`config.mk`:
```
export PLATFORM = sky130hd
export DESIGN_NAME = link_ctl_host
export DESIGN_NICKNAME = d
export VERILOG_FILES = /design/src/pkg/link_ctl_pkg.sv /design/src/rtl/link_id_check.sv /design/src/rtl/link_ctl_host.sv
export VERILOG_INCLUDE_DIRS = /design/src /design/src/pkg
export SDC_FILE = /design/constraint.sdc
export NUM_CORES = 1
export LEC_CHECK = 0
export BUFFER_PORTS_ARGS = -buffer_cell sky130_fd_sc_hd__buf_4
export CORE_ASPECT_RATIO = 1.25
export CORE_MARGIN = 2
export CORE_UTILIZATION = 45
export CTS_BUF_LIST = sky130_fd_sc_hd__clkbuf_8
export CTS_CLUSTER_DIAMETER = 60
export CTS_CLUSTER_SIZE = 12
export DETAILED_ROUTE_END_ITERATION = 8
export GPL_ROUTABILITY_DRIVEN = 0
export PLACE_DENSITY = 0.66
export SETUP_SLACK_MARGIN = 0.15
export SLEW_MARGIN = 40
export SYNTH_ARGS = -nofsm -noshare
export SYNTH_HDL_FRONTEND = slang
export SYNTH_SLANG_ARGS = --single-unit
```
`constraint.sdc`:
```
create_clock -name core_clk -period 11.2 [get_ports core_clk]
set_clock_uncertainty 0.15 [all_clocks]
set_input_delay 2.8 -clock core_clk [delete_from_list [all_inputs] [get_ports core_clk]]
set_output_delay 2.8 -clock core_clk [all_outputs]
set_load 0.01 [all_outputs]
```
`src/pkg/link_ctl_defines.svh`:
```
// constants for the exchange-side multi-link controller
// assumes a 250 MHz core clock and 2 048 kbit/s links of 32 slots
`ifndef LINK_CTL_DEFINES_SVH
`define LINK_CTL_DEFINES_SVH

`define LC_NUM_LINKS 16
`define LC_LINK_W 4
`define LC_SLOT_W 5
`define LC_CCHAN_SLOT 5'h10
`define LC_FRAME_SLOT 5'h00
`define LC_LAST_SLOT 6'h1f
`define LC_ID_W 8
`define LC_ID_BITS 3'h7
// arbitrary tag ahead of the link number in the identity word
`define LC_ID_TAG 4'ha
`define LC_CORE_PERIOD_NS 4
`define LC_CHECK_TIMEOUT_NS 4000
`define LC_CHECK_TIMEOUT_CYC (`LC_CHECK_TIMEOUT_NS / `LC_CORE_PERIOD_NS)
`define LC_TMO_W 10
`define LC_MIGRATE_NS 2000
`define LC_MIGRATE_CYC (`LC_MIGRATE_NS / `LC_CORE_PERIOD_NS)
`define LC_MIG_W 9
`define LC_RECHECK_US 1000
`define LC_RECHECK_CYC (`LC_RECHECK_US * 1000 / `LC_CORE_PERIOD_NS)
`define LC_RCHK_W 18

`endif

```
`src/pkg/link_ctl_pkg.sv`:
```
// types shared by the link controller modules
// assumes link_ctl_defines.svh holds all numbers
package link_ctl_pkg;

    typedef enum logic [2:0] {
        CHK_IDLE = 3'b001,
        CHK_RUN = 3'b010,
        CHK_DONE = 3'b100
    } chk_state_t;

    typedef enum logic [3:0] {
        BLK_IDLE = 4'b0001,
        BLK_REL = 4'b0010,
        BLK_WAIT = 4'b0100,
        BLK_MIG = 4'b1000
    } blk_state_t;

endpackage : link_ctl_pkg

```
`src/rtl/link_id_check.sv`:
```
// serial identity exchange with the access side over one link
// assumes link_clk and id_rx are pins from outside the core domain
`timescale 1ns/10ps
`include "link_ctl_defines.svh"

module link_id_check
    import link_ctl_pkg::*;
(
    input wire logic core_clk,
    input wire logic rst,
    input wire logic start,
    input wire logic [`LC_ID_W-1:0] tx_word,
    input wire logic link_clk,
    input wire logic id_rx,
    output logic id_tx,
    output logic busy,
    output logic done,
    output logic pass
);
    logic lclk_s1_r, lclk_s2_r, lclk_s3_r, lclk_st_r;
    logic rx_s1_r, rx_s2_r, rx_s3_r, rx_st_r;
    logic [`LC_ID_W-1:0] tx_sh_r, rx_sh_r, exp_r;
    logic [2:0] bit_cnt_r;
    logic [`LC_TMO_W-1:0] tmo_cnt_r;
    logic bits_ok_r, id_tx_r, done_r, pass_r;
    chk_state_t state_r, state_nxt;

    wire lclk_agree = lclk_s2_r == lclk_s3_r;
    wire lclk_rise = lclk_agree & lclk_s3_r & ~lclk_st_r;
    wire lclk_fall = lclk_agree & ~lclk_s3_r & lclk_st_r;
    wire last_bit = lclk_rise && bit_cnt_r == `LC_ID_BITS;
    wire tmo_hit = tmo_cnt_r == `LC_TMO_W'(`LC_CHECK_TIMEOUT_CYC - 1);
    wire in_run = state_r == CHK_RUN;

    always_comb begin
        case (state_r)
            CHK_IDLE: state_nxt = start ? CHK_RUN : CHK_IDLE;
            CHK_RUN: state_nxt = (last_bit || tmo_hit) ? CHK_DONE : CHK_RUN;
            CHK_DONE: state_nxt = CHK_IDLE;
            default: state_nxt = CHK_IDLE;
        endcase
    end

    // pin synchronisers: a change counts once stages two and three agree
    always_ff @(posedge core_clk or posedge rst) begin
        if (rst) begin
            {lclk_s1_r, lclk_s2_r, lclk_s3_r, lclk_st_r} <= 4'h0;
            {rx_s1_r, rx_s2_r, rx_s3_r, rx_st_r} <= 4'h0;
        end else begin
            {lclk_s1_r, lclk_s2_r, lclk_s3_r} <= {link_clk, lclk_s1_r, lclk_s2_r};
            {rx_s1_r, rx_s2_r, rx_s3_r} <= {id_rx, rx_s1_r, rx_s2_r};
            if (lclk_agree) lclk_st_r <= lclk_s3_r;
            if (rx_s2_r == rx_s3_r) rx_st_r <= rx_s3_r;
        end
    end

    // word goes out msb first on falling edges, comes in on rising edges
    always_ff @(posedge core_clk or posedge rst) begin
        if (rst) begin
            state_r <= CHK_IDLE;
            tx_sh_r <= 8'h00;
            rx_sh_r <= 8'h00;
            exp_r <= 8'h00;
            bit_cnt_r <= 3'h0;
            bits_ok_r <= 1'b0;
            id_tx_r <= 1'b0;
        end else begin
            state_r <= state_nxt;
            if (start && state_r == CHK_IDLE) begin
                tx_sh_r <= tx_word;
                exp_r <= tx_word;
                id_tx_r <= tx_word[`LC_ID_W-1];
                bit_cnt_r <= 3'h0;
                bits_ok_r <= 1'b0;
            end else if (in_run && lclk_rise) begin
                rx_sh_r <= {rx_sh_r[`LC_ID_W-2:0], rx_st_r};
                tx_sh_r <= {tx_sh_r[`LC_ID_W-2:0], 1'b0};
                bit_cnt_r <= bit_cnt_r + 3'h1;
                bits_ok_r <= last_bit;
            end else if (in_run && lclk_fall) begin
                id_tx_r <= tx_sh_r[`LC_ID_W-1];
            end
        end
    end

    // a stopped link clock ends the check as a failure
    always_ff @(posedge core_clk or posedge rst) begin
        if (rst) begin
            tmo_cnt_r <= `LC_TMO_W'(0);
            done_r <= 1'b0;
            pass_r <= 1'b0;
        end else begin
            tmo_cnt_r <= (in_run && !lclk_rise) ? tmo_cnt_r + `LC_TMO_W'(1)
                                                : `LC_TMO_W'(0);
            done_r <= state_r == CHK_DONE;
            if (state_r == CHK_DONE)
                pass_r <= bits_ok_r && rx_sh_r == exp_r; // RULE_13
        end
    end

    assign id_tx = id_tx_r;
    assign busy = state_r != CHK_IDLE;
    assign done = done_r;
    assign pass = pass_r;
endmodule : link_id_check

```
`src/rtl/link_ctl_host.sv`:
```
// exchange-side controller for a multi-link access interface
// assumes the message layer hands requests in as core_clk pulses
// and that l1_normal, link_clk and id_rx arrive asynchronously
//
// Contract
// RULE_01: one to sixteen links, chosen by link_en, form one interface.
// RULE_02: each communication channel is one 64 kbit/s slot of a link.
// RULE_03: slot 16 of primary, and secondary when multi-link, is a C-channel.
// RULE_04: a C-channel slot is never granted to bearer traffic.
// RULE_05: bearer grants cover one slot or a run of several slots.
// RULE_06: an active C-channel that stops carrying traffic becomes standby.
// RULE_07: a standby C-channel put into use becomes active.
// RULE_08: at start primary slot 16 carries protection, control, bearer paths.
// RULE_09: at start secondary slot 16 carries protection and stands by.
// RULE_10: logical channel groups distinct paths, never the protection path.
// RULE_11: protection group is N active plus K standby C-channels.
// RULE_12: identity check starts when a link's layer 1 enters normal.
// RULE_13: a failed identity check sends layer 1 back to non-operational.
// RULE_14: every link is checked, primary and secondary included.
// RULE_15: the check may repeat on a timer or on management request.
// RULE_16: access side only asks to block; the exchange decides.
// RULE_17: accepted block releases switched, later moves fixed connections.
// RULE_18: a blocked link's logical channels move via protection.
// RULE_19: access side may block at once on internal failure.
// RULE_20: immediate block comes with protection switching where possible.
// RULE_21: blocking the only link takes the whole interface down.
// RULE_22: a blocked link's slots get no new bearer grants.
`timescale 1ns/10ps
`include "link_ctl_defines.svh"

module link_ctl_host
    import link_ctl_pkg::*;
#(
    parameter int unsigned RECHECK_CYCLES = `LC_RECHECK_CYC
) (
    input wire logic core_clk,
    input wire logic rst,
    input wire logic [`LC_NUM_LINKS-1:0] link_en,
    input wire logic [`LC_LINK_W-1:0] primary_link,
    input wire logic [`LC_LINK_W-1:0] secondary_link,
    input wire logic [`LC_NUM_LINKS-1:0] l1_normal,
    output logic [`LC_NUM_LINKS-1:0] l1_deact,
    output logic [`LC_NUM_LINKS-1:0] link_ok,
    input wire logic link_clk,
    input wire logic id_rx,
    output logic id_tx,
    input wire logic mgmt_chk,
    input wire logic [`LC_LINK_W-1:0] mgmt_chk_link,
    input wire logic blk_req,
    input wire logic [`LC_LINK_W-1:0] blk_link,
    input wire logic blk_accept,
    input wire logic imm_blk,
    input wire logic [`LC_LINK_W-1:0] imm_link,
    input wire logic unblk,
    input wire logic [`LC_LINK_W-1:0] unblk_link,
    output logic blk_ack,
    output logic blk_grant,
    output logic [`LC_LINK_W-1:0] blk_out_link,
    output logic rel_sw,
    output logic mig,
    output logic [`LC_NUM_LINKS-1:0] blocked,
    output logic prot_sw,
    output logic [`LC_LINK_W-1:0] prot_link,
    output logic pri_active,
    output logic sec_active,
    output logic [`LC_LINK_W-1:0] lch_link,
    input wire logic alloc_req,
    input wire logic [`LC_LINK_W-1:0] alloc_link,
    input wire logic [`LC_SLOT_W-1:0] alloc_slot,
    input wire logic [`LC_SLOT_W-1:0] alloc_cnt,
    output logic alloc_done,
    output logic alloc_ok,
    output logic in_svc
);
    localparam int MIG_DLY = `LC_MIGRATE_CYC + 1;

    function automatic logic [`LC_LINK_W-1:0] lowest(
        input logic [`LC_NUM_LINKS-1:0] v
    );
        logic [`LC_LINK_W-1:0] idx;
        idx = `LC_LINK_W'(0);
        for (int i = `LC_NUM_LINKS - 1; i >= 0; i--)
            if (v[i]) idx = `LC_LINK_W'(i);
        return idx;
    endfunction : lowest

    logic [`LC_NUM_LINKS-1:0] norm_s1_r, norm_s2_r, norm_s3_r, norm_st_r;
    logic [`LC_NUM_LINKS-1:0] pending_r, ok_r, deact_r, blocked_r;
    logic [`LC_LINK_W-1:0] cur_link_r, blk_out_link_r, prot_link_r;
    logic [`LC_LINK_W-1:0] lch_link_r;
    logic [`LC_RCHK_W-1:0] rchk_cnt_r;
    logic [`LC_MIG_W-1:0] mig_cnt_r;
    logic blk_ack_r, blk_grant_r, rel_sw_r, mig_r, prot_sw_r;
    logic act_primary_r, alloc_done_r, alloc_ok_r, in_svc_r;
    logic chk_busy, chk_done, chk_pass;
    blk_state_t blk_state_r, blk_state_nxt;

    // layer 1 normal pins: a change counts once stages two and three agree
    wire [`LC_NUM_LINKS-1:0] norm_agree = ~(norm_s2_r ^ norm_s3_r);
    wire [`LC_NUM_LINKS-1:0] norm_rise = norm_agree & norm_s3_r & ~norm_st_r;
    wire [`LC_NUM_LINKS-1:0] norm_st_nxt =
        (norm_agree & norm_s3_r) | (~norm_agree & norm_st_r);

    // more than one enabled link makes the secondary exist
    wire multi = (link_en & (link_en - `LC_NUM_LINKS'(1))) != '0; // RULE_01

    // identity scheduling
    wire rchk_tick = rchk_cnt_r == `LC_RCHK_W'(RECHECK_CYCLES - 1);
    wire [`LC_NUM_LINKS-1:0] rchk_set = // RULE_15
        rchk_tick ? (norm_st_r & ok_r) : '0;
    wire [`LC_NUM_LINKS-1:0] mgmt_set = // RULE_15
        mgmt_chk ? (`LC_NUM_LINKS'(1) << mgmt_chk_link) : '0;
    wire [`LC_NUM_LINKS-1:0] pend_set = (norm_rise & link_en) // RULE_12
        | rchk_set | mgmt_set;
    wire [`LC_LINK_W-1:0] sel_link = lowest(pending_r);
    wire chk_start = (pending_r != '0) && !chk_busy && !chk_done; // RULE_14
    wire [`LC_NUM_LINKS-1:0] pend_clr =
        chk_start ? (`LC_NUM_LINKS'(1) << sel_link) : '0;
    wire [`LC_NUM_LINKS-1:0] pending_nxt = ((pending_r & ~pend_clr)
        | pend_set) & link_en & (norm_st_r | norm_rise);
    wire [`LC_NUM_LINKS-1:0] cur_hot = `LC_NUM_LINKS'(1) << cur_link_r;
    wire chk_fail = chk_done && !chk_pass;
    wire [`LC_NUM_LINKS-1:0] fail_set = chk_fail ? cur_hot : '0; // RULE_13
    wire [`LC_NUM_LINKS-1:0] pass_set = (chk_done && chk_pass) ? cur_hot : '0;
    wire [`LC_NUM_LINKS-1:0] ok_nxt = (ok_r & ~fail_set & norm_st_nxt)
        | (pass_set & norm_st_nxt);

    // blocking: the exchange takes the decision
    wire blk_take = blk_req && blk_state_r == BLK_IDLE;
    wire blk_yes = blk_take && blk_accept && link_en[blk_link]; // RULE_16
    wire imm_valid = imm_blk && link_en[imm_link]; // RULE_19
    wire [`LC_NUM_LINKS-1:0] blk_set =
        blk_yes ? (`LC_NUM_LINKS'(1) << blk_link) : '0;
    wire [`LC_NUM_LINKS-1:0] imm_set =
        imm_valid ? (`LC_NUM_LINKS'(1) << imm_link) : '0;
    wire [`LC_NUM_LINKS-1:0] unblk_set =
        unblk ? (`LC_NUM_LINKS'(1) << unblk_link) : '0;
    wire [`LC_NUM_LINKS-1:0] blocked_nxt = // RULE_22
        (blocked_r & ~unblk_set) | blk_set | imm_set;
    wire mig_last = mig_cnt_r == `LC_MIG_W'(`LC_MIGRATE_CYC - 1);

    // protection: one logical channel on slot 16, one standby slot 16
    wire [`LC_LINK_W-1:0] act_link =
        act_primary_r ? primary_link : secondary_link;
    wire [`LC_LINK_W-1:0] sby_link =
        act_primary_r ? secondary_link : primary_link;
    wire sby_ok = multi && link_en[sby_link] && !blocked_r[sby_link]; // RULE_11
    wire prot_trig = imm_valid || chk_fail || blk_state_r == BLK_REL;
    wire [`LC_LINK_W-1:0] prot_src = imm_valid ? imm_link // RULE_20
        : chk_fail ? cur_link_r : blk_out_link_r; // RULE_18
    wire swap = prot_trig && prot_src == act_link && sby_ok; // RULE_06

    // bearer grants avoid framing slot, C-channels and blocked links
    wire [5:0] alloc_last = {1'b0, alloc_slot} + {1'b0, alloc_cnt} - 6'h01;
    wire cchan_link = alloc_link == primary_link // RULE_03
        || (multi && alloc_link == secondary_link);
    wire hits16 = alloc_slot <= `LC_CCHAN_SLOT // RULE_02
        && alloc_last >= {1'b0, `LC_CCHAN_SLOT};
    wire range_ok = alloc_cnt != `LC_SLOT_W'(0) // RULE_05
        && alloc_last <= `LC_LAST_SLOT && alloc_slot != `LC_FRAME_SLOT;
    wire alloc_fit = range_ok && !(cchan_link && hits16) // RULE_04
        && link_en[alloc_link] && ok_r[alloc_link]
        && !blocked_r[alloc_link]; // RULE_22

    always_comb begin
        case (blk_state_r)
            BLK_IDLE: blk_state_nxt = blk_yes ? BLK_REL : BLK_IDLE;
            BLK_REL: blk_state_nxt = BLK_WAIT;
            BLK_WAIT: blk_state_nxt = mig_last ? BLK_MIG : BLK_WAIT;
            BLK_MIG: blk_state_nxt = BLK_IDLE;
            default: blk_state_nxt = BLK_IDLE;
        endcase
    end

    always_ff @(posedge core_clk or posedge rst) begin
        if (rst) begin
            norm_s1_r <= '0;
            norm_s2_r <= '0;
            norm_s3_r <= '0;
            norm_st_r <= '0;
        end else begin
            norm_s1_r <= l1_normal;
            norm_s2_r <= norm_s1_r;
            norm_s3_r <= norm_s2_r;
            norm_st_r <= norm_st_nxt;
        end
    end

    always_ff @(posedge core_clk or posedge rst) begin
        if (rst) begin
            pending_r <= '0;
            ok_r <= '0;
            deact_r <= '0;
            cur_link_r <= `LC_LINK_W'(0);
            rchk_cnt_r <= `LC_RCHK_W'(0);
        end else begin
            pending_r <= pending_nxt;
            ok_r <= ok_nxt;
            deact_r <= fail_set; // RULE_13
            if (chk_start) cur_link_r <= sel_link;
            rchk_cnt_r <= rchk_tick ? `LC_RCHK_W'(0)
                                    : rchk_cnt_r + `LC_RCHK_W'(1);
        end
    end

    always_ff @(posedge core_clk or posedge rst) begin
        if (rst) begin
            blk_state_r <= BLK_IDLE;
            blk_ack_r <= 1'b0;
            blk_grant_r <= 1'b0;
            blk_out_link_r <= `LC_LINK_W'(0);
            rel_sw_r <= 1'b0;
            mig_r <= 1'b0;
            mig_cnt_r <= `LC_MIG_W'(0);
            blocked_r <= '0;
        end else begin
            blk_state_r <= blk_state_nxt;
            blk_ack_r <= blk_req;
            blk_grant_r <= blk_yes; // RULE_16
            if (blk_yes) blk_out_link_r <= blk_link;
            rel_sw_r <= blk_state_r == BLK_REL; // RULE_17
            mig_r <= blk_state_r == BLK_MIG; // RULE_17
            mig_cnt_r <= (blk_state_r == BLK_WAIT && !mig_last)
                ? mig_cnt_r + `LC_MIG_W'(1) : `LC_MIG_W'(0);
            blocked_r <= blocked_nxt;
        end
    end

    // primary slot 16 starts active, secondary slot 16 starts as standby
    always_ff @(posedge core_clk or posedge rst) begin
        if (rst) begin
            act_primary_r <= 1'b1; // RULE_08
            prot_sw_r <= 1'b0;
            prot_link_r <= `LC_LINK_W'(0);
            lch_link_r <= `LC_LINK_W'(0);
            alloc_done_r <= 1'b0;
            alloc_ok_r <= 1'b0;
            in_svc_r <= 1'b0;
        end else begin
            if (swap) act_primary_r <= ~act_primary_r; // RULE_07
            prot_sw_r <= swap;
            if (swap) prot_link_r <= sby_link; // RULE_09
            lch_link_r <= swap ? sby_link : act_link; // RULE_10
            alloc_done_r <= alloc_req;
            if (alloc_req) alloc_ok_r <= alloc_fit;
            in_svc_r <= (link_en & ~blocked_r & ok_r) != '0; // RULE_21
        end
    end

    link_id_check u_chk (
        .core_clk(core_clk),
        .rst(rst),
        .start(chk_start),
        .tx_word({`LC_ID_TAG, sel_link}),
        .link_clk(link_clk),
        .id_rx(id_rx),
        .id_tx(id_tx),
        .busy(chk_busy),
        .done(chk_done),
        .pass(chk_pass)
    );

    assign l1_deact = deact_r;
    assign link_ok = ok_r;
    assign blk_ack = blk_ack_r;
    assign blk_grant = blk_grant_r;
    assign blk_out_link = blk_out_link_r;
    assign rel_sw = rel_sw_r;
    assign mig = mig_r;
    assign blocked = blocked_r;
    assign prot_sw = prot_sw_r;
    assign prot_link = prot_link_r;
    assign pri_active = act_primary_r;
    assign sec_active = multi & ~act_primary_r;
    assign lch_link = lch_link_r;
    assign alloc_done = alloc_done_r;
    assign alloc_ok = alloc_ok_r;
    assign in_svc = in_svc_r;
endmodule : link_ctl_host

```
* Yosys cells after proc, flatten, opt, wreduce, memory -nomap -nowiden *
Index checks and enable logic that the tools add are counted.

storage, ports and cells
  register bits after elaboration = 233
  latch bits = 0
  memory bits (writable) = 0
  bits in read-only memories = 0
  input bits = 80
  word-level logic and storage cells = 231
  memories = 0

cells by class
  $add $sub $neg = 7
  $mul = 0
  div/mod/pow operators = 0
  order comparisons = 7
  eq/ne operators = 19
  shift operators = 6
  mux-type cells = 61
  bitwise logic cells = 40
  reduce and logical (&&, ||, !) cells = 49

operators with widths
  kind                                                count
  bitwise AND 16 bit                                  15
  two-way mux 16 bit                                  8
  bitwise OR 16 bit                                   8
  NOT 16 bit                                          7
  left shift 1 x 4 -> 16 bit, first input constant    6
  two-way mux 4 bit                                   22
  nonzero test 16 bit                                 3
  binary-select mux 1 bit (select 4 bit)              7
  logical AND 1 bit                                   28
  < comparator 4 x 5 -> 1 bit, second input constant  4
  adder 18 x 1 -> 18 bit, second input constant       1
  equality test 18 bit, second input constant         1
  two-way mux 18 bit                                  1
  two-way mux 8 bit                                   2
  subtractor 16 x 1 -> 16 bit, second input constant  1
  bitwise XOR 16 bit                                  1
  equality test 4 bit                                 3
  two-way mux 1 bit                                   12
  case mux 4 bit (3 select lines)                     1
  adder 10 x 1 -> 10 bit, second input constant       1
  equality test 10 bit, second input constant         1
  two-way mux 10 bit                                  1
  nonzero test 5 bit                                  2
  adder 9 x 1 -> 9 bit, second input constant         1
  28 further kinds                                    52

* Logic depth before layout (Yosys ltp) *
Gate-level depths: netlist of run 1.

  depth in word-level cells = 23
  mapped depth = 10
  gate-level depth less buffers = 10

* Hierarchy *
A second synthesis of run 1 with hierarchy kept.

second synthesis, totals
  cell total of the unflattened synthesis = 1,089
  area, all modules = 11,546.1 sq um

by module, submodules not included
  module         times used  cells each  area an instance (sq um)  sequential area each (sq um)
  link_ctl_host  1           886         9,261.4                   4,606.9
  link_id_check  1           203         2,284.7                   1,302.5

* Worst setup path after synthesis of run 1 *
No wires, ideal clock.

  kind = input to output
  from = in link_en[3]
  to = out sec_active
  arrival = 4,350 ps
  setup slack = 3,900 ps
  cell stages on the path = 7
  path buffers = 1
  cells stage by stage = clkbuf_1 > nor4_1 > nand4_1 > a2111oi_0 > nor3_1 > nor3_1 > nor2_1

on the way
  longest elaborated chain between the ends = 4

RTL lines
  what                         line                  source
  start, declared              link_ctl_host.sv:38   input wire logic [`LC_NUM_LINKS-1:0] link_en,
  subtractor 16 x 1 -> 16 bit  link_ctl_host.sv:105  wire multi = (link_en & (link_en - `LC_NUM_LINKS'(1))) != '0;
  bitwise AND 16 bit (*)       link_ctl_host.sv:105
  nonzero test 16 bit (*)      link_ctl_host.sv:105
  bitwise AND 1 bit (*)        link_ctl_host.sv:274  assign sec_active = multi & ~act_primary_r;
  end, declared                link_ctl_host.sv:65   output logic sec_active,

Mark *: on every way between the ends. The rest lies on a longest branch, timed or not.

* Final worst setup path of run 1 *
Ends and elaborated chain as after synthesis.

==> results of run 1 <==
final cells by class:
cell class,instances,area share [%]
timing repair buffer,155,9.02
clock buffer,24,2.54
inverter,29,0.896
multi-input combinational,741,38.8
clock inverter,17,0.549
antenna,1,0.0193
tap,330,3.18
sequential,233,44.9
logic make-up (layout without fill, tap and decap cells):
kind of cell / Yosys count / after routing
adders and majority gates: 35 / 35
xor gates and xnor gates: 52 / 52
and+or+nand+nor: 396 / 396
other: 0 / 1
muxes: 67 / 67
DFF: 233 / 233
buffers and inverters: 72 / 225
AOI/OAI and AO/OA: 191 / 191
cell usage in the layout, fill, tap and decap left out, drive strengths merged, types with 4 or more instances in the layout:
| cell | count |
|---|---|
| buf | 155 |
| nor4b | 4 |
| nand4 | 14 |
| a21o | 7 |
| mux4 | 13 |
| nor2 | 109 |
| or3 | 7 |
| nand2 | 117 |
| xor2 | 29 |
| mux2 | 29 |
| nand3b | 23 |
| nor2b | 9 |
| mux2i | 25 |
| inv | 44 |
| a31oi | 12 |
| and2 | 4 |
| clkbuf | 24 |
| o211a | 5 |
| o31ai | 5 |
| a21oi | 32 |
| a21boi | 16 |
| nor4 | 9 |
| or2 | 5 |
| and3 | 6 |
| o2111ai | 5 |
| dfrtp | 230 |
| o21ai | 56 |
| xnor2 | 23 |
| nor3 | 18 |
| o21bai | 5 |
| nand2b | 31 |
| o221ai | 28 |
| nand3 | 26 |
| ha | 32 |
path summary, 6_finish.rpt:
check	start	end	slack (ns)	depth (start not counted)
min	norm_s1_r[1]	norm_s2_r[1]	0.20	0
min reg2reg	norm_s1_r[1]	norm_s2_r[1]	0.20	0
min in group asynchronous	rst	norm_s1_r[8]	2.20	2
max reg2reg	pri_active	lch_link[0]	7.80	8
max in group asynchronous	rst	blocked[14]	7.62	3
max	link_en[3]	sec_active	3.42	8
power groups by stage:
stage	Combinational (mW)	Sequential, mW	Clock (mW)
final	0.467	1.03	0.491
after global routing	0.515	1.04	0.544
after CTS	0.470	1.03	0.508
after detailed placement	0.467	1.05	0
after global placement	0.460	1.05	0
after floorplan	0.309	1.01	0
routing by layer:
| layer | track usage [%] | share of wire (%) | wire (um) | up-vias |
|---|---|---|---|---|
| li1 | - | - | - | 3988 |
| met1 | 29.7 | 41 | 12200 | 4176 |
| met2 | 36.3 | 46 | 13800 | 316 |
| met3 | 4.25 | 7.2 | 2150 | 86 |
| met4 | 12.0 | 5.9 | 1770 | 0 |
| met5 | 0 | 0 | 0 | - |
flip-flops by register name, indices dropped and copies added (netlist names), 16 cells and up:
name / flops
norm_s3_r: 16
norm_st_r: 16
norm_s2_r: 16
l1_deact: 16
blocked: 16
pending_r: 16
norm_s1_r: 16
rchk_cnt_r: 18
link_ok: 16
metrics by stage:
stage	cells	power, mW	hold WS (ns)	setup slack [ns]
5_1_grt	1529	2.10	0.210	3.16
6_report	1530	1.99	0.201	3.42
4_1_cts	1529	2.01	0.203	3.41
3_5_place_dp	1488	1.51	0.185	3.41
2_1_floorplan	1046	1.32	0.181	1.87
3_3_place_gp	1488	1.51	0.182	3.46
worst reg2reg max path: cells and delay by family (launching register included):
family | cells | cell delay [ns]
AO/OA/AOI/OAI | 3 | 0.67
flip-flops | 1 | 0.72
multiplexers | 2 | 0.84
AND/OR/NAND/NOR | 1 | 0.51
XOR/XNOR | 2 | 0.41
==> metrics.txt, run 1 <==
status=finished, final reports clean; Tcrit/Tclk final=between 60 and 70%; Max Slew Vio Count=0; Critical Path AT=slightly below 5 ns; via count=between 8000 and 9000; dominant synthesized flop cell=dfrtp_1; Post-Route WL=approximately 30000 um; Nets=1296; # fillers=2213; register area=between 5000 and 6000 um2; Synth Net Count=roughly 1200; global-route wire length before repair=between 40000 and 50000 um; Ports=151; DR WL/cell=19.6 um; worst slew pin tran=0.713 ns; post-synthesis adder-cell area fraction=under 10%; CP max-delay cell=nor3_1; P per Cell Area=between 150 and 200 nW/um2; CTS Hold Bufs=0; #FFs+latches synth=~230; internal power=~1.3 mW; Simple-Gate Fraction of Synth Area=17.5%; post-layout min period=just under 8 ns; post-synth top area share=51.6%; fraction of registers with async set/reset=100%; final hold viol count=0; Resize count post-CTS=0; cts bufs inserted=23; top-count cell post-synth=dfrtp_1; largest cells by area after synthesis=dfrtp_1 52%, nand2_1 3.9%, nor2_1 3.7%, ha_1 3.6%, mux2_2 2.5%; I/O Buffers=150; largest family of logic cells by synthesized area=simple AND/OR/NAND/NOR gates; nature of the critical path endpoint=output pin; unrepaired setup endpoints after global routing=no; critical-path cell list=buf_4 -> nor4_1 -> nand4_1 -> a2111oi_0 -> nor3_1 -> nor3_1 -> nor2_1 -> buf_4; Routed Antenna Nets=0; Max Cap Viol=0; Setup Viol. Count Final=0; DP HPWL=between 20000 and 25000 um; CTS tree=done; CTS root buf=clkbuf_8; clk_lat worst skew=~0.56 ns; vias per cell=~5.6; CP Launch Type=primary input; Cells after Synth=between 1000 and 1500; drc violations=0; hold crit path type=flip-flop to flip-flop; Fin Setup TNS=0 ns; Clock Tree Buf Depth=3; Compound-Gate Fraction of Synth Area=about an eighth; Clock Power Share=24.6%; Slew headroom=51.3%; GRT Util Overall=22.9%; grt total ovfl=0; kind of critical path=primary input to output pin; Post CTS Setup Buffer Count=0; post-synthesis cell type count=65; Reg clk slew, reported paths=about 0.07 ns; Post-synth EDFFs=0; critical path peak fanout=9; CP Data Required Time=between 8 and 9 ns; Post-Syn Area=approximately 11000 um2; register area share after synthesis=between 50% and 60%; Max Clk Rate=roughly 0.13 GHz; Die Height=approximately 180 um; full die area=around 26000 um2; Logic pwr share=23.5%; Placement Cell Area=roughly 13000 um2; Placement Rows=64; Post-Synth XOR/XNOR Area=4.15%; CP top delay family=simple AND/OR/NAND/NOR gates; 1st-iter DRT viols=~500; die width=145 um; Sw Ratio=about a third; Largest stage delay, worst path=0.54 ns; multiplexer share of the synthesized area=7.83%; synthesized area per cell=roughly 11 um2; share of cells above drive strength 1=between 20% and 30%; final instance area=around 13000 um2; YS warnings=0; Yosys top cell by area=dfrtp_1; most frequent cells after synthesis=230 x dfrtp_1, 117 x nand2_1, 109 x nor2_1, 56 x o21ai_0; peak supply drop=~0.10 mV; multi-input logic area=a little over 5000 um2; Reg power frac=between 50% and 60%; Crit path buffers/inverters=2; CTS Sinks=between 200 and 250; Leakage=5.89 nW; NetSw=between 0.6 and 0.7 mW; core area=about 24000 um2; initial antenna violation count=0; largest net degree at the start of global routing=between 90 and 100; First-pass DRT Iterations=6; Starting Density=approximately 46%; H-tree levels=1; Final Core Density=roughly 53%; vias in the first global route=8418; Area Overhead vs Synth=16.4%
(Power assumes the default switching activity.)
==> run 2: changes to the inputs <==
clock period = 7.4 ns   (was 11.2 ns; I/O delays follow)
==> metrics.txt, run 2 (synthesized netlist as in run 1, its figures left out) <==
hold crit path type=flip-flop to flip-flop; Post-Route WL=about 30000 um; grt total ovfl=0; DP HPWL=roughly 22000 um; Ports=151; status=finished, final reports clean; largest net degree at the start of global routing=103; nature of the critical path endpoint=output pin; P per Cell Area=233 nW/um2; placed cells=about 1500; full die area=around 26000 um2; pre-CTS WS=~1.5 ns; Final Core Density=53.3%; initial antenna violation count=0; Logic pwr share=between 20% and 30%; Post CTS Setup Buffer Count=0; die width=between 100 and 150 um; Fin Setup TNS=0 ns; reg2reg end=lch_link[2]; WHS Endpoint=norm_s2_r[9]; CTS Hold Bufs=0; final hold viol count=0; Placement Rows=64; CP Data Required Time=5.40 ns; Max Slew Vio Count=0; clk_lat worst skew=around 0.55 ns; worst slew pin tran=0.767 ns; WHS Path Cells=0; Clock Power Share=24.9%; 1st-iter DRT viols=468; hold_sp=norm_s1_r[9]; internal power=2.06 mW; vias per cell=approximately 5.6; Resize count post-CTS=0; vias in the first global route=~8500; share of cells above drive strength 1=20.2%; peak supply drop=between 0.1 and 0.15 mV; Setup Viol. Count Final=0; Routed Antenna Nets=0; I/O Buffers=150; Slew headroom=around 49%; Reg clk slew, reported paths=roughly 0.08 ns; max reg flops=18; unrepaired setup endpoints after global routing=no; CTS tree=done; H-tree levels=1; setup ws final=around 1.5 ns; diode count=0; largest register by flop count=rchk_cnt_r; Tcrit/Tclk final=around four fifths; Critical Path AT=slightly below 4 ns; Starting Density=a little under half; DR WL/cell=19.4 um; Nets=1297; CTS Sinks=approximately 230; commonest non-fill, non-tap cell in the layout=dfrtp_1; CP Launch Type=primary input; kind of critical path=primary input to output pin; Area Overhead vs Synth=16.7%; Reg-to-Reg Start=u_chk.pass; Reg power frac=around half; CTS root buf=clkbuf_8; core area=24400 um2; Sw Ratio=32.1%; Die Height=around 180 um; critical path peak fanout=9; R2R depth=8; Reg2Reg Setup Slack=4.04 ns; Leakage=5.91 nW; First-pass DRT Iterations=6; drc violations=0; Max Cap Viol=0; Clock Tree Buf Depth=3; cts bufs inserted=23; global-route wire length before repair=between 40000 and 50000 um; GRT Util Overall=between 20% and 30%; Layout Cells excl Fill=1530; NetSw=0.973 mW; post-layout min period=a little under 6 ns; most frequent cells in the layout=230 x dfrtp_1, 154 x buf_4, 117 x nand2_1; Max Clk Rate=approximately 0.17 GHz; via count=roughly 8500
==> run 2: cell type report <==
cell class,instances,area (um2)
fillers,2203,11400
flip-flops and latches,233,5830
multi-input cells,741,5040
repair buffers,156,1200
well taps,330,413
clock buffers,26,358
inverters,29,113
clock inverters,15,60.1
==> run 2: power groups by stage <==
stage	registers [mW]	logic, mW	clock network (mW)
2_1_floorplan	1.53	0.468	0
3_3_place_gp	1.58	0.695	0
3_5_place_dp	1.59	0.712	0
4_1_cts	1.56	0.712	0.790
5_1_grt	1.59	0.782	0.837
6_report	1.57	0.709	0.756
==> run 2: worst max-delay path, cell delays in order <==
cell	delay, ns
buf_4	0.15
nor4_1	0.45
nand4_1	0.20
a2111oi_0	0.33
nor3_1	0.11
nor3_1	0.57
nor2_1	0.08
buf_4	0.17
==> run 2: worst max-delay path by stage <==
stage | startpoint | end | slack [ns] | depth (start not counted)
after floorplan | link_en[3] | sec_active | 2.00 | 7
after global placement | link_en[0] | sec_active | 1.54 | 8
after detailed placement | link_en[3] | sec_active | 1.50 | 8
after CTS | link_en[3] | sec_active | 1.49 | 8
after global routing | link_en[3] | sec_active | 1.22 | 8
final | link_en[3] | sec_active | 1.49 | 8
==> run 2: metrics by stage <==
step | hold slack (ns) | cell area [um2] | total power [mW]
after global placement | 0.185 | 12600 | 2.28
after CTS | 0.204 | 13000 | 3.06
after detailed placement | 0.185 | 12600 | 2.30
after floorplan | 0.181 | 11200 | 2.00
final | 0.196 | 13000 | 3.03
after global routing | 0.215 | 13000 | 3.20
==> run 2: metal layers <==
metal | track usage [%] | up-vias | wire [um]
met4 | 11.1 | 0 | 1680
met3 | 3.99 | 89 | 1980
met2 | 37.9 | 292 | 14000
met5 | 0 | - | 0
li1 | - | 3993 | -
met1 | 29.0 | 4130 | 12000
==> run 3: changes to the inputs <==
PLACE_DENSITY = 0.68   (was 0.66)
clock period = 5.4 ns   (was 7.4 ns; I/O delays follow)
==> metrics.txt, run 3 (synthesized netlist as in run 1, its figures left out) <==
status=finished, final reports clean; vias in the first global route=around 8500; Reg power frac=roughly 52%; WHS Endpoint=norm_s2_r[4]; Sw Ratio=about a third; grt total ovfl=0; placed cells=1488; via count=between 8000 and 9000; DR WL/cell=19.2 um; CP Data Required Time=around 3.9 ns; post-layout min period=slightly below 5 ns; Area Overhead vs Synth=16.5%; First-pass DRT Iterations=5; hold crit path type=flip-flop to flip-flop; most frequent cells in the layout=230 x dfrtp_1, 152 x buf_4, 117 x nand2_1; Placement Rows=between 60 and 70; drc violations=0; CP Launch Type=primary input; Slew headroom=45.4%; CTS tree=done; H-tree levels=1; NetSw=approximately 1.3 mW; P per Cell Area=approximately 320 nW/um2; multi-input logic area=5050 um2; critical-path cell list=buf_4 -> nor4_1 -> nand4_1 -> a2111oi_0 -> nor3_1 -> nor3_1 -> nor2_1 -> buf_4; critical path peak fanout=7; Largest stage delay, worst path=roughly 0.56 ns; DP HPWL=22100 um; Starting Density=45.7%; full die area=26100 um2; Final Core Density=53.2%; Nets=about 1300; Logic pwr share=a little under a quarter; nature of the critical path endpoint=output pin; GRT Util Overall=22.6%; Reg clk slew, reported paths=approximately 0.080 ns; Post CTS Setup Buffer Count=0; clk_lat worst skew=roughly 0.56 ns; Crit path buffers/inverters=2; vias per cell=roughly 5.6; Reg2Reg Setup Slack=about 2 ns; Clock Power Share=24.1%; core area=about 24000 um2; CTS Sinks=233; register area=between 5000 and 6000 um2; die width=between 100 and 150 um; unrepaired setup endpoints after global routing=no; Routed Antenna Nets=0; cts bufs inserted=23; WHS Path Cells=0; Critical Path AT=approximately 3.4 ns; largest net degree at the start of global routing=99; Die Height=approximately 180 um; Setup Viol. Count Final=0; kind of critical path=primary input to output pin; reg2reg end=lch_link[1]; 1st-iter DRT viols=approximately 560; Resize count post-CTS=0; commonest non-fill, non-tap cell in the layout=dfrtp_1; CP top delay family=simple AND/OR/NAND/NOR gates; Leakage=between 5 and 6 nW; I/O Buffers=150; Reg-to-Reg Start=pri_active; Fin Setup TNS=0 ns; initial antenna violation count=2; CTS root buf=clkbuf_8; Clock Tree Buf Depth=3; CTS Hold Bufs=0; final hold viol count=0; largest register by flop count=rchk_cnt_r; Max Slew Vio Count=0; share of cells above drive strength 1=roughly 20%; R2R depth=8; hold_sp=norm_s1_r[4]; Layout Cells excl Fill=1529; Max Cap Viol=0; diode count=0; # fillers=between 2000 and 2500; internal power=between 2 and 3 mW; worst slew pin tran=approximately 0.8 ns; peak supply drop=about 0.21 mV; Tcrit/Tclk final=around nine tenths; Post-Route WL=29300 um; CP max-delay cell=nor3_1; final hold slack=between 0.2 and 0.25 ns; max reg flops=18; global-route wire length before repair=46100 um; Max Clk Rate=about 0.20 GHz; Ports=~150
## run 3: cell count changes in the layout (fill, tap and decap cells not counted)
| cell | delta |
|---|---|
| nor4b_1 | -1 |
| buf_4 | -2 |
| buf_12 | +2 |
| inv_1 | +2 |
| clkinvlp_4 | +1 |
| clkbuf_8 | -3 |
| nor4b_2 | +1 |
| buf_16 | -1 |
## run 3: layout make-up
cell class	count	area share, %
well taps	330	3.18
clock inverters	18	0.577
clock buffers	23	2.43
flip-flops and latches	233	44.9
inverters	29	0.866
multi-input cells	741	38.8
repair buffers	155	9.24
## run 3: power groups by stage
stage               Combinational, mW  Clock, mW  Sequential (mW)
global route                     1.07       1.10             2.17
finish                          0.971      0.992             2.14
floorplan                       0.641          0             2.10
global placement                0.954          0             2.17
detailed placement              0.971          0             2.17
CTS                             0.975       1.03             2.14
## run 3: routing by layer
layer	vias up	GRT usage, %	routed length [um]
met3	86	4.12	2220
met5	-	0	27
met1	4134	28.5	11500
met2	357	37.6	14300
li1	3983	-	-
met4	4	9.90	1360
## run 3: how the worst max path moves through the flow
stage | from | end | depth (start not counted)
2_1_floorplan | rst | alloc_done | 1
3_3_place_gp | link_en[0] | sec_active | 8
3_5_place_dp | link_en[0] | sec_active | 8
4_1_cts | link_en[0] | sec_active | 8
5_1_grt | link_en[0] | sec_active | 8
6_report | link_en[0] | sec_active | 8
## run 3: through the flow
step	power [mW]	setup WS (ns)	area, um2
after floorplan	2.74	0.853	11200
after global placement	3.12	0.608	12600
after detailed placement	3.14	0.577	12600
after CTS	4.14	0.563	13000
after global routing	4.34	0.250	13000
final	4.11	0.519	13000
